==> config.mk <==
export PLATFORM = sky130hd
export DESIGN_NAME = gbsc_top
export DESIGN_NICKNAME = d
export VERILOG_FILES = /design/src/design/gbsc_pkg.sv /design/src/design/gbsc_top.sv /design/src/design/gbsc_port_latch.sv
export SDC_FILE = /design/constraint.sdc
export NUM_CORES = 1
export LEC_CHECK = 0
export BUFFER_PORTS_ARGS = -buffer_cell sky130_fd_sc_hd__buf_2
export CORE_UTILIZATION = 37
export DETAILED_ROUTE_END_ITERATION = 7
export GPL_TIMING_DRIVEN = 0
export PLACE_DENSITY = 0.81
export SLEW_MARGIN = 10
export SYNTH_ARGS = -nofsm -noshare
export SYNTH_HDL_FRONTEND = slang
export SYNTH_HIERARCHICAL = 1
export SYNTH_SLANG_ARGS = --single-unit
==> constraint.sdc <==
create_clock -name clk_sys -period 2.4 [get_ports clk_sys]
set_clock_uncertainty 0.2 [all_clocks]
set_input_delay 0.36 -clock clk_sys [delete_from_list [all_inputs] [get_ports clk_sys]]
set_output_delay 0.36 -clock clk_sys [all_outputs]
set_load 0.03 [all_outputs]
==> src/design/gbsc_pkg.sv <==
package gbsc_pkg;

	localparam int          GBSC_NPORT     = 3;
	localparam int          GBSC_FLD_W     = 7;
	localparam int          GBSC_FLD_LSB   = 16;
	localparam int          GBSC_FLD_MSB   = 22;
	localparam int          GBSC_FLD_BYTE  = 2;

	localparam logic [31:0] GBSC_P0_DAT    = 32'hffff0d20;
	localparam logic [31:0] GBSC_P0_SET    = 32'hffff0d24;
	localparam logic [31:0] GBSC_P0_CLR    = 32'hffff0d28;
	localparam logic [31:0] GBSC_P1_DAT    = 32'hffff0d30;
	localparam logic [31:0] GBSC_P1_SET    = 32'hffff0d34;
	localparam logic [31:0] GBSC_P1_CLR    = 32'hffff0d38;
	localparam logic [31:0] GBSC_P2_DAT    = 32'hffff0d40;
	localparam logic [31:0] GBSC_P2_SET    = 32'hffff0d44;
	localparam logic [31:0] GBSC_P2_CLR    = 32'hffff0d48;

	// Implemented pins within the seven-bit field at bits 22 to 16.
	localparam logic [6:0]  GBSC_P0_MASK   = 7'h1f;
	localparam logic [6:0]  GBSC_P1_MASK   = 7'h03;
	localparam logic [6:0]  GBSC_P2_MASK   = 7'h63;
	localparam logic [6:0]  GBSC_LAT_RST   = 7'h00;

	localparam logic [1:0]  GBSC_RESP_OKAY = 2'h0;
	localparam logic [1:0]  GBSC_RESP_SLV  = 2'h2;

	typedef enum logic [3:0] {
		GBSC_NONE  = 4'h0,
		GBSC_DAT0  = 4'h1,
		GBSC_SET0  = 4'h2,
		GBSC_CLR0  = 4'h3,
		GBSC_DAT1  = 4'h4,
		GBSC_SET1  = 4'h5,
		GBSC_CLR1  = 4'h6,
		GBSC_DAT2  = 4'h7,
		GBSC_SET2  = 4'h8,
		GBSC_CLR2  = 4'h9
	} gbsc_reg_t;

	function automatic gbsc_reg_t gbsc_decode(input logic [31:0] addr);
		case (addr)
			GBSC_P0_DAT: gbsc_decode = GBSC_DAT0;
			GBSC_P0_SET: gbsc_decode = GBSC_SET0;
			GBSC_P0_CLR: gbsc_decode = GBSC_CLR0;
			GBSC_P1_DAT: gbsc_decode = GBSC_DAT1;
			GBSC_P1_SET: gbsc_decode = GBSC_SET1;
			GBSC_P1_CLR: gbsc_decode = GBSC_CLR1;
			GBSC_P2_DAT: gbsc_decode = GBSC_DAT2;
			GBSC_P2_SET: gbsc_decode = GBSC_SET2;
			GBSC_P2_CLR: gbsc_decode = GBSC_CLR2;
			default:     gbsc_decode = GBSC_NONE;
		endcase
	endfunction

endpackage

==> src/design/gbsc_top.sv <==
// Added by the designer: the AXI4-Lite register port.
`timescale 1ns/1ps
module gbsc_top
	import gbsc_pkg::*;
(
	input  wire logic        clk_sys,
	input  wire logic        rst_b,
	input  wire logic [31:0] s_axi_awaddr,
	input  wire logic        s_axi_awvalid,
	output logic             s_axi_awready,
	input  wire logic [31:0] s_axi_wdata,
	input  wire logic [3:0]  s_axi_wstrb,
	input  wire logic        s_axi_wvalid,
	output logic             s_axi_wready,
	output logic [1:0]       s_axi_bresp,
	output logic             s_axi_bvalid,
	input  wire logic        s_axi_bready,
	input  wire logic [31:0] s_axi_araddr,
	input  wire logic        s_axi_arvalid,
	output logic             s_axi_arready,
	output logic [31:0]      s_axi_rdata,
	output logic [1:0]       s_axi_rresp,
	output logic             s_axi_rvalid,
	input  wire logic        s_axi_rready,
	output logic [4:0]       port0_pin_out,
	output logic [1:0]       port1_pin_out,
	output logic [6:0]       port2_pin_out
);

	localparam logic [6:0] PORT_MASK [GBSC_NPORT] =
		'{GBSC_P0_MASK, GBSC_P1_MASK, GBSC_P2_MASK};

	logic        bvalid_q;
	logic        bvalid_d;
	logic [1:0]  bresp_q;
	logic [1:0]  bresp_d;
	logic        rvalid_q;
	logic        rvalid_d;
	logic [1:0]  rresp_q;
	logic [1:0]  rresp_d;
	logic [31:0] rdata_q;
	logic [31:0] rdata_d;

	logic        wr_fire;
	logic        rd_fire;
	gbsc_reg_t   wsel;
	gbsc_reg_t   rsel;
	logic [6:0]  wfield;
	logic        lane_ok;
	logic [6:0]  lat      [GBSC_NPORT];
	logic        wr_dat   [GBSC_NPORT];
	logic        wr_set   [GBSC_NPORT];
	logic        wr_clr   [GBSC_NPORT];

	// Address and data are taken together in one edge, so there is never
	// more than one write per cycle and order follows the bus.
	assign wr_fire       = s_axi_awvalid && s_axi_wvalid && !bvalid_q;
	assign s_axi_awready = s_axi_wvalid && !bvalid_q;
	assign s_axi_wready  = s_axi_awvalid && !bvalid_q;
	assign rd_fire       = s_axi_arvalid && !rvalid_q;
	assign s_axi_arready = !rvalid_q;

	assign wsel    = gbsc_decode(s_axi_awaddr);
	assign rsel    = gbsc_decode(s_axi_araddr);
	assign wfield  = s_axi_wdata[GBSC_FLD_MSB:GBSC_FLD_LSB];
	assign lane_ok = s_axi_wstrb[GBSC_FLD_BYTE];

	always_comb begin
		for (int p = 0; p < GBSC_NPORT; p++) begin
			wr_dat[p] = 1'b0;
			wr_set[p] = 1'b0;
			wr_clr[p] = 1'b0;
		end
		if (wr_fire && lane_ok) begin
			case (wsel)
				GBSC_DAT0: wr_dat[0] = 1'b1;
				GBSC_SET0: wr_set[0] = 1'b1;
				GBSC_CLR0: wr_clr[0] = 1'b1;
				GBSC_DAT1: wr_dat[1] = 1'b1;
				GBSC_SET1: wr_set[1] = 1'b1;
				GBSC_CLR1: wr_clr[1] = 1'b1;
				GBSC_DAT2: wr_dat[2] = 1'b1;
				GBSC_SET2: wr_set[2] = 1'b1;
				GBSC_CLR2: wr_clr[2] = 1'b1;
				default: begin
				end
			endcase
		end
	end

	// Unimplemented and reserved bits are masked off inside each latch.
	for (genvar p = 0; p < GBSC_NPORT; p++) begin : g_port
		gbsc_port_latch #(
			.MASK    (PORT_MASK[p])
		) u_latch (
			.clk_sys (clk_sys),
			.rst_b   (rst_b),
			.wr_dat  (wr_dat[p]),
			.wr_set  (wr_set[p]),
			.wr_clr  (wr_clr[p]),
			.wfield  (wfield),
			.lat_q   (lat[p])
		);
	end

	assign port0_pin_out = lat[0][4:0];
	assign port1_pin_out = lat[1][1:0];
	assign port2_pin_out = lat[2];

	always_comb begin
		bvalid_d = bvalid_q;
		bresp_d  = bresp_q;
		if (bvalid_q && s_axi_bready) begin
			bvalid_d = 1'b0;
		end
		if (wr_fire) begin
			bvalid_d = 1'b1;
			bresp_d  = (wsel == GBSC_NONE) ? GBSC_RESP_SLV : GBSC_RESP_OKAY;
		end
	end

	// Set and clear registers keep nothing, so they read back as zero.
	always_comb begin
		rvalid_d = rvalid_q;
		rresp_d  = rresp_q;
		rdata_d  = rdata_q;
		if (rvalid_q && s_axi_rready) begin
			rvalid_d = 1'b0;
		end
		if (rd_fire) begin
			rvalid_d = 1'b1;
			rresp_d  = GBSC_RESP_OKAY;
			rdata_d  = 32'h0;
			case (rsel)
				GBSC_DAT0: rdata_d[GBSC_FLD_MSB:GBSC_FLD_LSB] = lat[0];
				GBSC_DAT1: rdata_d[GBSC_FLD_MSB:GBSC_FLD_LSB] = lat[1];
				GBSC_DAT2: rdata_d[GBSC_FLD_MSB:GBSC_FLD_LSB] = lat[2];
				GBSC_NONE: rresp_d = GBSC_RESP_SLV;
				default: begin
				end
			endcase
		end
	end

	always_ff @(posedge clk_sys or negedge rst_b) begin
		if (!rst_b) begin
			bvalid_q <= 1'b0;
			bresp_q  <= GBSC_RESP_OKAY;
			rvalid_q <= 1'b0;
			rresp_q  <= GBSC_RESP_OKAY;
			rdata_q  <= 32'h0;
		end else begin
			bvalid_q <= bvalid_d;
			bresp_q  <= bresp_d;
			rvalid_q <= rvalid_d;
			rresp_q  <= rresp_d;
			rdata_q  <= rdata_d;
		end
	end

	assign s_axi_bvalid = bvalid_q;
	assign s_axi_bresp  = bresp_q;
	assign s_axi_rvalid = rvalid_q;
	assign s_axi_rresp  = rresp_q;
	assign s_axi_rdata  = rdata_q;
endmodule

==> src/design/gbsc_port_latch.sv <==
`timescale 1ns/1ps
module gbsc_port_latch
	import gbsc_pkg::*;
#(
	parameter logic [6:0] MASK = 7'h7f
) (
	input  wire logic       clk_sys,
	input  wire logic       rst_b,
	input  wire logic       wr_dat,
	input  wire logic       wr_set,
	input  wire logic       wr_clr,
	input  wire logic [6:0] wfield,
	output logic      [6:0] lat_q
);

	logic [6:0] lat_d;

	// On set and clear writes only bits written as one move a pin; a data write loads every field bit in MASK, zeros included.
	always_comb begin
		lat_d = lat_q;
		if (wr_dat) begin
			lat_d = wfield;
		end
		if (wr_set) begin
			lat_d = lat_d | wfield;
		end
		if (wr_clr) begin
			lat_d = lat_d & ~wfield;
		end
		lat_d = lat_d & MASK;
	end

	always_ff @(posedge clk_sys or negedge rst_b) begin
		if (!rst_b) begin
			lat_q <= GBSC_LAT_RST;
		end else begin
			lat_q <= lat_d;
		end
	end

endmodule

# Word-level counts from Yosys, hierarchy flattened
# Cells that the tools add are included.
# op_classes
n_bitwise	7
n_eq_ne	30
mux	30
n_reduce_logical	14
# ops
op	n
== test 32 bit, second input constant	18
case mux 4 bit (9 select lines)	2
== test 4 x 3 -> 1 bit, second input constant	6
2-to-1 mux 7 bit	3
case mux 7 bit (3 select lines)	1
2-to-1 mux 5 bit	3
2-to-1 mux 1 bit	13
2-to-1 mux 2 bit	5
2-to-1 mux 3 bit	3
== test 4 x 1 -> 1 bit, second input constant	2
== test 4 x 2 -> 1 bit, second input constant	2
== test 4 bit, second input constant	2
logical AND 1 bit	8
logical NOT 4 bit	2
AND 7 bit	1
NOT 7 bit	1
OR 7 bit	1
AND 5 bit	1
OR 5 bit	1
nonzero test 2 bit	2
AND 2 bit	1
logical NOT 1 bit	2
OR 2 bit	1
# totals
out_inout_bits	55
input_bits	107
reg_bits	24

# Longest topological paths before layout
# Gate-level depths: netlist of run 1.
# depth
ltp_word	10
mapped_depth	6
ltp_nobuf	6

# By module
# The synthesis of run 1 kept the hierarchy.
# modules_own_cells
mod	cells_each	seq_area_each_um2	instances	area_each_um2
gbsc_top	123	275.3	1	1104.8
gbsc_port_latch (g_port[0].u_latch)	28	125.1	1	264.0
gbsc_port_latch (g_port[2].u_latch)	24	100.1	1	222.7
gbsc_port_latch (g_port[1].u_latch)	16	50.0	1	143.9

# Worst setup path after synthesis of run 1
# OpenSTA, ideal clock, no wires.
# synth_path
kind	flip-flop to flip-flop
from	reg bvalid_q (netlist: s_axi_bvalid)
to	reg g_port[0].u_latch.lat_q[0]
path_stages_with_launch	7
synth_period_minus_slack_ns	2.851
setup_ns	0.104
setup_slack_ns	-0.451
arrival_ns	2.547
cell_sequence	dfrtp_1 -> nor2b_1 -> and2_1 -> nand4_4 -> nor4_1 -> o21ai_0 -> a221oi_1
# synth_rtl
item	line	text
from (decl)	gbsc_top.sv:33	logic bvalid_q;
from (signal assigned)	gbsc_top.sv:153	bvalid_q <= bvalid_d;
to (signal assigned)	gbsc_port_latch.sv:37	lat_q <= lat_d;
to (decl)	gbsc_port_latch.sv:13	output logic [6:0] lat_q

==> results of run 1 <==
## worst register-to-register path, stage by stage, from the launching register on
cell	delay [ns]
dfrtp_1	0.39
nand2b_1	0.14
clkbuf_1	0.21
or3_1	0.45
nor4_4	0.50
a221o_1	0.23
## cell families after synthesis
logic type / share of synthesized area (%)
flops: 31.7
simple gates: 30.6
mux: 0.577
other cells: 0.865
buf+inv: 19.3
compound gates: 17.0
## what timing repair did
action	CTS	global route
endpoints found under the setup margin	8	10
endpoints found under the hold margin	22	0
setup buffers	1	6
pin swaps	2	9
gates cloned	0	1
hold buffers	1	0
gates resized for setup	3	21
## placed cells by master (no fill, tap or decap), types with 2 or more instances in the layout
cell type / synthesis / layout
buf_2: 0 / 102
buf_4: 37 / 42
conb_1: 4 / 37
dfrtp_1: 22 / 22
inv_1: 11 / 11
nor2b_1: 11 / 9
nor4_4: 3 / 8
and2_1: 8 / 8
nand2b_1: 7 / 7
a22o_1: 7 / 7
a221o_1: 7 / 7
nand4_1: 5 / 5
a221oi_2: 0 / 5
clkbuf_1: 4 / 4
nand2_1: 4 / 4
a221oi_1: 9 / 4
a21oi_1: 4 / 4
clkbuf_8: 0 / 4
o21ai_1: 0 / 4
nor2b_2: 1 / 3
nor2_1: 3 / 3
o21ai_0: 10 / 3
or3b_1: 3 / 3
nor3_1: 6 / 3
buf_6: 0 / 3
nand3_1: 2 / 2
nor3_2: 1 / 2
nor3_4: 0 / 2
nor4_1: 7 / 2
or3_1: 2 / 2
o21ai_2: 0 / 2
## power by group through the flow
stage | Sequential (mW) | Clock [mW] | Combinational (mW)
after global routing | 0.379 | 0.291 | 0.308
after global placement | 0.386 | 0 | 0.270
after floorplan | 0.395 | 0 | 0.170
final | 0.379 | 0.275 | 0.287
after detailed placement | 0.386 | 0 | 0.274
after CTS | 0.378 | 0.272 | 0.277
## flip-flops by register name (all words and copies together) (netlist names)
register / cells
s_axi_rdata: 7
s_axi_bvalid: 1
g_port.u_latch/lat_q: 11
s_axi_rresp: 1
s_axi_rvalid: 1
s_axi_bresp: 1
## worst paths after layout
| check | startpoint | end |
|---|---|---|
| setup / recovery | s_axi_awaddr[7] | g_port[1].u_latch/lat_q[0] |
| hold / removal | s_axi_bready | s_axi_bvalid |
| setup reg to reg | s_axi_rvalid | s_axi_rdata[17] |
| hold reg to reg | s_axi_rresp[1] | s_axi_rresp[1] |
| max in group asynchronous | rst_b | g_port[1].u_latch/lat_q[1] |
| min in group asynchronous | rst_b | s_axi_rresp[1] |
## routing by layer
| metal | track usage, % | vias to the layer above | part of all wire, % |
|---|---|---|---|
| met4 | 4.76 | 0 | 0.99 |
| met5 | 0 | - | 0 |
| met2 | 32.1 | 74 | 52 |
| met3 | 2.74 | 6 | 6.9 |
| li1 | - | 923 | - |
| met1 | 20.3 | 804 | 40 |
## metrics by stage
stage | hold slack [ns] | instances | utilization (%) | setup WS (ns)
2_1_floorplan | -0.136 | 224 | - | -0.00679
6_report | 0.0658 | 391 | 61.5 | 0.000428
3_3_place_gp | 0.148 | 378 | 56.0 | -0.269
3_5_place_dp | 0.153 | 378 | 56.0 | -0.357
4_1_cts | 0.0665 | 384 | 58.1 | -0.0260
5_1_grt | 0.0762 | 391 | 61.5 | -0.0923
## area by class of cell
| type | count | share of cell area [%] |
|---|---|---|
| Timing Repair Buffer | 111 | 21.7 |
| Buffer | 41 | 10.7 |
| Multi-Input combinational cell | 150 | 41.6 |
| Sequential cell | 22 | 20.1 |
| Inverter | 11 | 1.51 |
| Tap cell | 52 | 2.38 |
| Clock buffer | 4 | 2.01 |
==> metrics, run 1 <==
worst vdd ir 0.180 mV; post-synthesis sequential area ratio 31.7%; Vias/cell 4.62; final hold violations 0; CTS buffer count 3; failing checks DRC; crit start category input pin; Hold Path Stages 2; Critical Path RT 2.35 ns; Post-synth top cells 37 x buf_4, 22 x dfrtp_1, 11 x inv_1, 11 x nor2b_1, 10 x o21ai_0; Core Footprint 4440 sq um; Buf/Inv on CP 2; IO Pins 162; Total GRT Usage 17.3%; grt total ovfl 0; CP max FO 5; EDFF count, synth 0; initial antenna violation count 0; Netlist cell types 37; area overhead of the layout relative to synthesis 57.5%; WL per Instance 11.9 um; pin count of the biggest net entering global routing 23; Die H 70.5 um; CTS tree built; first-pass iteration count of the detailed router 6; GPL Wtd Cong 0.799; Reg area 551 sq um; combinational power share 30.5%; CP Cell Sequence buf_6 > or4_4 > nor4_4 > nand4_4 > buf_4 > nor4_1 > or2b_1 > a21oi_1; nets 447; power share of the clock group 29.2%; multi-input logic area 1140 sq um; cell family with most CP delay simple AND/OR/NAND/NOR gates; leading post-synthesis cells by cell area dfrtp_1 32%, buf_4 16%, a221oi_1 4.5%; Net Sw Frac 32.1%; arrival time worst endpoint 2.35 ns; Cell Area, Placed 2490 sq um; status finished, violations left; Antenna Nets Post-Route 0; ant diodes 0; Slew @ Worst Pin 0.712 ns; vias 1807; number of global-route vias before repair 1568; Routed Wire Length 4640 um; H-tree levels 1; P_sw 302 uW; relative slew slack 52.5%; Port-buffer cells 102; Mean Syn Cell Area 9.09 sq um; Initial Util 39.0%; Overall Power 940 uW; internal power 639 uW; Reg2Reg Depth 5; Hold Crit Class in2reg; sequential power share 40.3%; Yosys top cell by area dfrtp_1; top-count cell post-synth buf_4; Max Transition Viols Final 0; ys async rst share 100%; Worst-path clk slew 0.08 ns; dominant synthesized flop cell dfrtp_1; Crit. End Element flip-flop; R2R setup slack 0.24 ns; Max Cap Viol 0; Skew-Pair Late Insertion Delay 0.26 ns; leakage 1.48 nW; flops & latches, synth 22; warning count from the yosys run 6; Die ar. 4970 sq um; slowest CP cell or4_4; Rows 24; Setup TNS 0 ns; die width 70.5 um; Final period util 100%; Critical Path Max Stage Delay 0.54 ns; first-pass GRT wire length 6890 um; CTS root buffer clkbuf_8; fin area 2730 sq um; PD cells 344 nW/um^2; hpwl dp 3520 um; Tmin final 2.40 ns; Syn Std Cell Area 1740 sq um; fmax 0.417 GHz; top-area cell type share of the netlist area 31.7%; RSZ-0062 raised after global routing true; endpoints failing setup 0; DRT iter0 DRCs 93; instance count on the critical path 8; Bufs on Longest Clock Path 2; # clock sinks 22; crit path kind in2reg; share of layout cells above drive strength 1 52.8%; FILL cells 389; Synth Instances 191; drt drc 16
Power figures use the tool's default switching activity.
==> run 2, diff against run 1 <==
- RECOVER_POWER: default -> 100
==> run 2 against run 1 <==
Effect of this change: the run still ends with DRC left; clock-buffer cell count unchanged; register-to-register slack about the same; routed wire length increased by 0.30%; setup slack about the same; first-iteration DRC count increased by 3.2%; critical path type unchanged; highest routed layer unchanged.
==> metrics, run 2 (synthesized netlist as in run 1, its figures left out) <==
nets 447 (unchanged); Min Hold Slack 0.0670 ns (was 0.0658 ns); fin area 2700 sq um (was 2730 sq um); Tmin final 2.40 ns (about the same); drt drc 16 (unchanged); Core Footprint 4440 sq um (unchanged); non-filler cells, final 391 (unchanged); crit path kind in2reg (unchanged); Hold Crit Class in2reg (unchanged); R2R setup slack 0.24 ns (about the same); fmax 0.417 GHz (about the same); failing checks DRC (unchanged); Die H 70.5 um (unchanged); grt total ovfl 0 (unchanged); Antenna Nets Post-Route 0 (unchanged); slowest CP cell or4_4 (unchanged); Reg2Reg Depth 7 (was 5); ant diodes 0 (unchanged); worst setup margin 0.000669 ns (was 0.000428 ns); RSZ-0062 raised after global routing true (unchanged); WL per Instance 11.9 um (about the same); Die ar. 4970 sq um (unchanged); RR Startpoint s_axi_bvalid (was s_axi_rvalid); PD cells 347 nW/um^2 (was 344 nW/um^2); leakage 1.40 nW (was 1.48 nW); status finished, violations left (unchanged); Critical Path Max Stage Delay 0.54 ns (about the same); share of layout cells above drive strength 1 44.8% (was 52.8%); Max Transition Viols Final 0 (unchanged); Max Cap Viol 0 (unchanged); Largest Register g_port.u_latch/lat_q (unchanged); endpoints failing setup 0 (unchanged); commonest non-fill, non-tap cell in the layout buf_2 (unchanged); Critical path origin s_axi_awaddr[7] (unchanged); area overhead of the layout relative to synthesis 55.4% (was 57.5%); Placement Setup Slack -0.357 ns (unchanged); crit path capture g_port[1].u_latch/lat_q[0] (unchanged); placed insts 378 (unchanged); final hold violations 0 (unchanged); worst vdd ir 0.180 mV (about the same); Routed Wire Length 4650 um (was 4640 um); crit start category input pin (unchanged); vias 1808 (was 1807); Skew-Pair Late Insertion Delay 0.26 ns (about the same); Total GRT Usage 17.3% (unchanged); pin count of the biggest net entering global routing 23 (unchanged); CP max FO 5 (unchanged); Worst-path clk slew 0.08 ns (about the same); Rows 24 (unchanged); arrival time worst endpoint 2.35 ns (about the same); Final period util 100% (about the same); combinational power share 30.3% (was 30.5%); CTS tree built (unchanged); first-pass iteration count of the detailed router 6 (unchanged); Vias/cell 4.62 (about the same); Bufs on Longest Clock Path 2 (unchanged); Port-buffer cells 102 (unchanged); number of global-route vias before repair 1568 (unchanged); most frequent cells in the layout 76 x buf_2, 41 x buf_4, 37 x conb_1 (was 102 x buf_2, 42 x buf_4, 37 x conb_1); H-tree levels 1 (unchanged); CTS buffer count 3 (unchanged); initial antenna violation count 0 (unchanged); Critical Path RT 2.35 ns (about the same); Crit. End Element flip-flop (unchanged); relative slew slack 20.6% (was 52.5%); CTS root buffer clkbuf_8 (unchanged); P_sw 301 uW (was 302 uW); GPL Wtd Cong 0.799 (unchanged); Net Sw Frac 32.1% (about the same); # clock sinks 22 (unchanged); Cell Area, Placed 2490 sq um (unchanged); first-pass GRT wire length 6890 um (unchanged); Setup TNS 0 ns (unchanged); hpwl dp 3520 um (unchanged); sequential power share 40.4% (was 40.3%); CP Cell Sequence buf_6 > or4_4 > nor4_4 > nand4_4 > buf_4 > nor4_1 > or2b_1 > a21oi_1 (unchanged); die width 70.5 um (unchanged); IO Pins 162 (unchanged); Slew @ Worst Pin 1.19 ns (was 0.712 ns); power share of the clock group 29.3% (was 29.2%); DRT iter0 DRCs 96 (was 93); Initial Util 39.0% (unchanged); reg2reg end g_port[1].u_latch/lat_q[0] (was s_axi_rdata[17]); max reg flops 11 (unchanged); internal power 635 uW (was 639 uW)
-- run 2: worst max-delay path, delay by kind of cell --
family	cells	cell delay [ns]
buffers and inverters	2	0.29
AOI/OAI and AO/OA	1	0.05
and+or+nand+nor	5	1.64
-- run 2: per-stage QoR --
step	total power, mW	util, %
global placement	0.656	56.0
finish	0.936	60.7
global route	0.975	60.7
floorplan	0.565	-
detailed placement	0.659	56.0
CTS	0.928	58.1
-- run 2: per-layer routing --
metal / GRT usage (%) / share of wire (%) / up-vias
met2: 32.1 / 52 / 74
met5: 0 / 0 / -
met3: 2.74 / 7.1 / 6
met1: 20.3 / 40 / 806
met4: 4.76 / 0.99 / 0
li1: - / - / 922
-- run 2: cell type report --
cell class / instances / area [sq um]
inverters: 11 / 41.3
well taps: 52 / 65.1
plain buffers: 41 / 293
fillers: 400 / 1750
flip-flops and latches: 22 / 551
repair buffers: 111 / 559
clock buffers: 4 / 55.1
multi-input cells: 150 / 1130
-- run 2: repair_timing --
action,in CTS,in global routing
setup buffers,1,6
endpoints found under the setup margin,8,10
gates cloned,0,1
resized for setup,3,21
hold buffers,1,0
endpoints found under the hold margin,22,0
pin swaps,2,9
-- run 2: power groups by stage --
| stage | logic [mW] | clock network [mW] | registers (mW) |
|---|---|---|---|
| after CTS | 0.277 | 0.272 | 0.378 |
| after detailed placement | 0.274 | 0 | 0.386 |
| after global placement | 0.270 | 0 | 0.386 |
| final | 0.283 | 0.274 | 0.378 |
| after floorplan | 0.170 | 0 | 0.395 |
| after global routing | 0.305 | 0.291 | 0.379 |
-- run 2: how the worst min path moves through the flow --
stage,cells after the start,slack [ns],end,startpoint
after global routing,2,0.08,s_axi_bvalid,s_axi_bready
after floorplan,0,-0.14,g_port[0].u_latch/lat_q[0],rst_b
after CTS,2,0.07,s_axi_bvalid,s_axi_bready
after global placement,1,0.15,s_axi_rresp[1],rst_b
final,2,0.07,s_axi_bvalid,s_axi_bready
after detailed placement,1,0.15,s_axi_rresp[1],rst_b
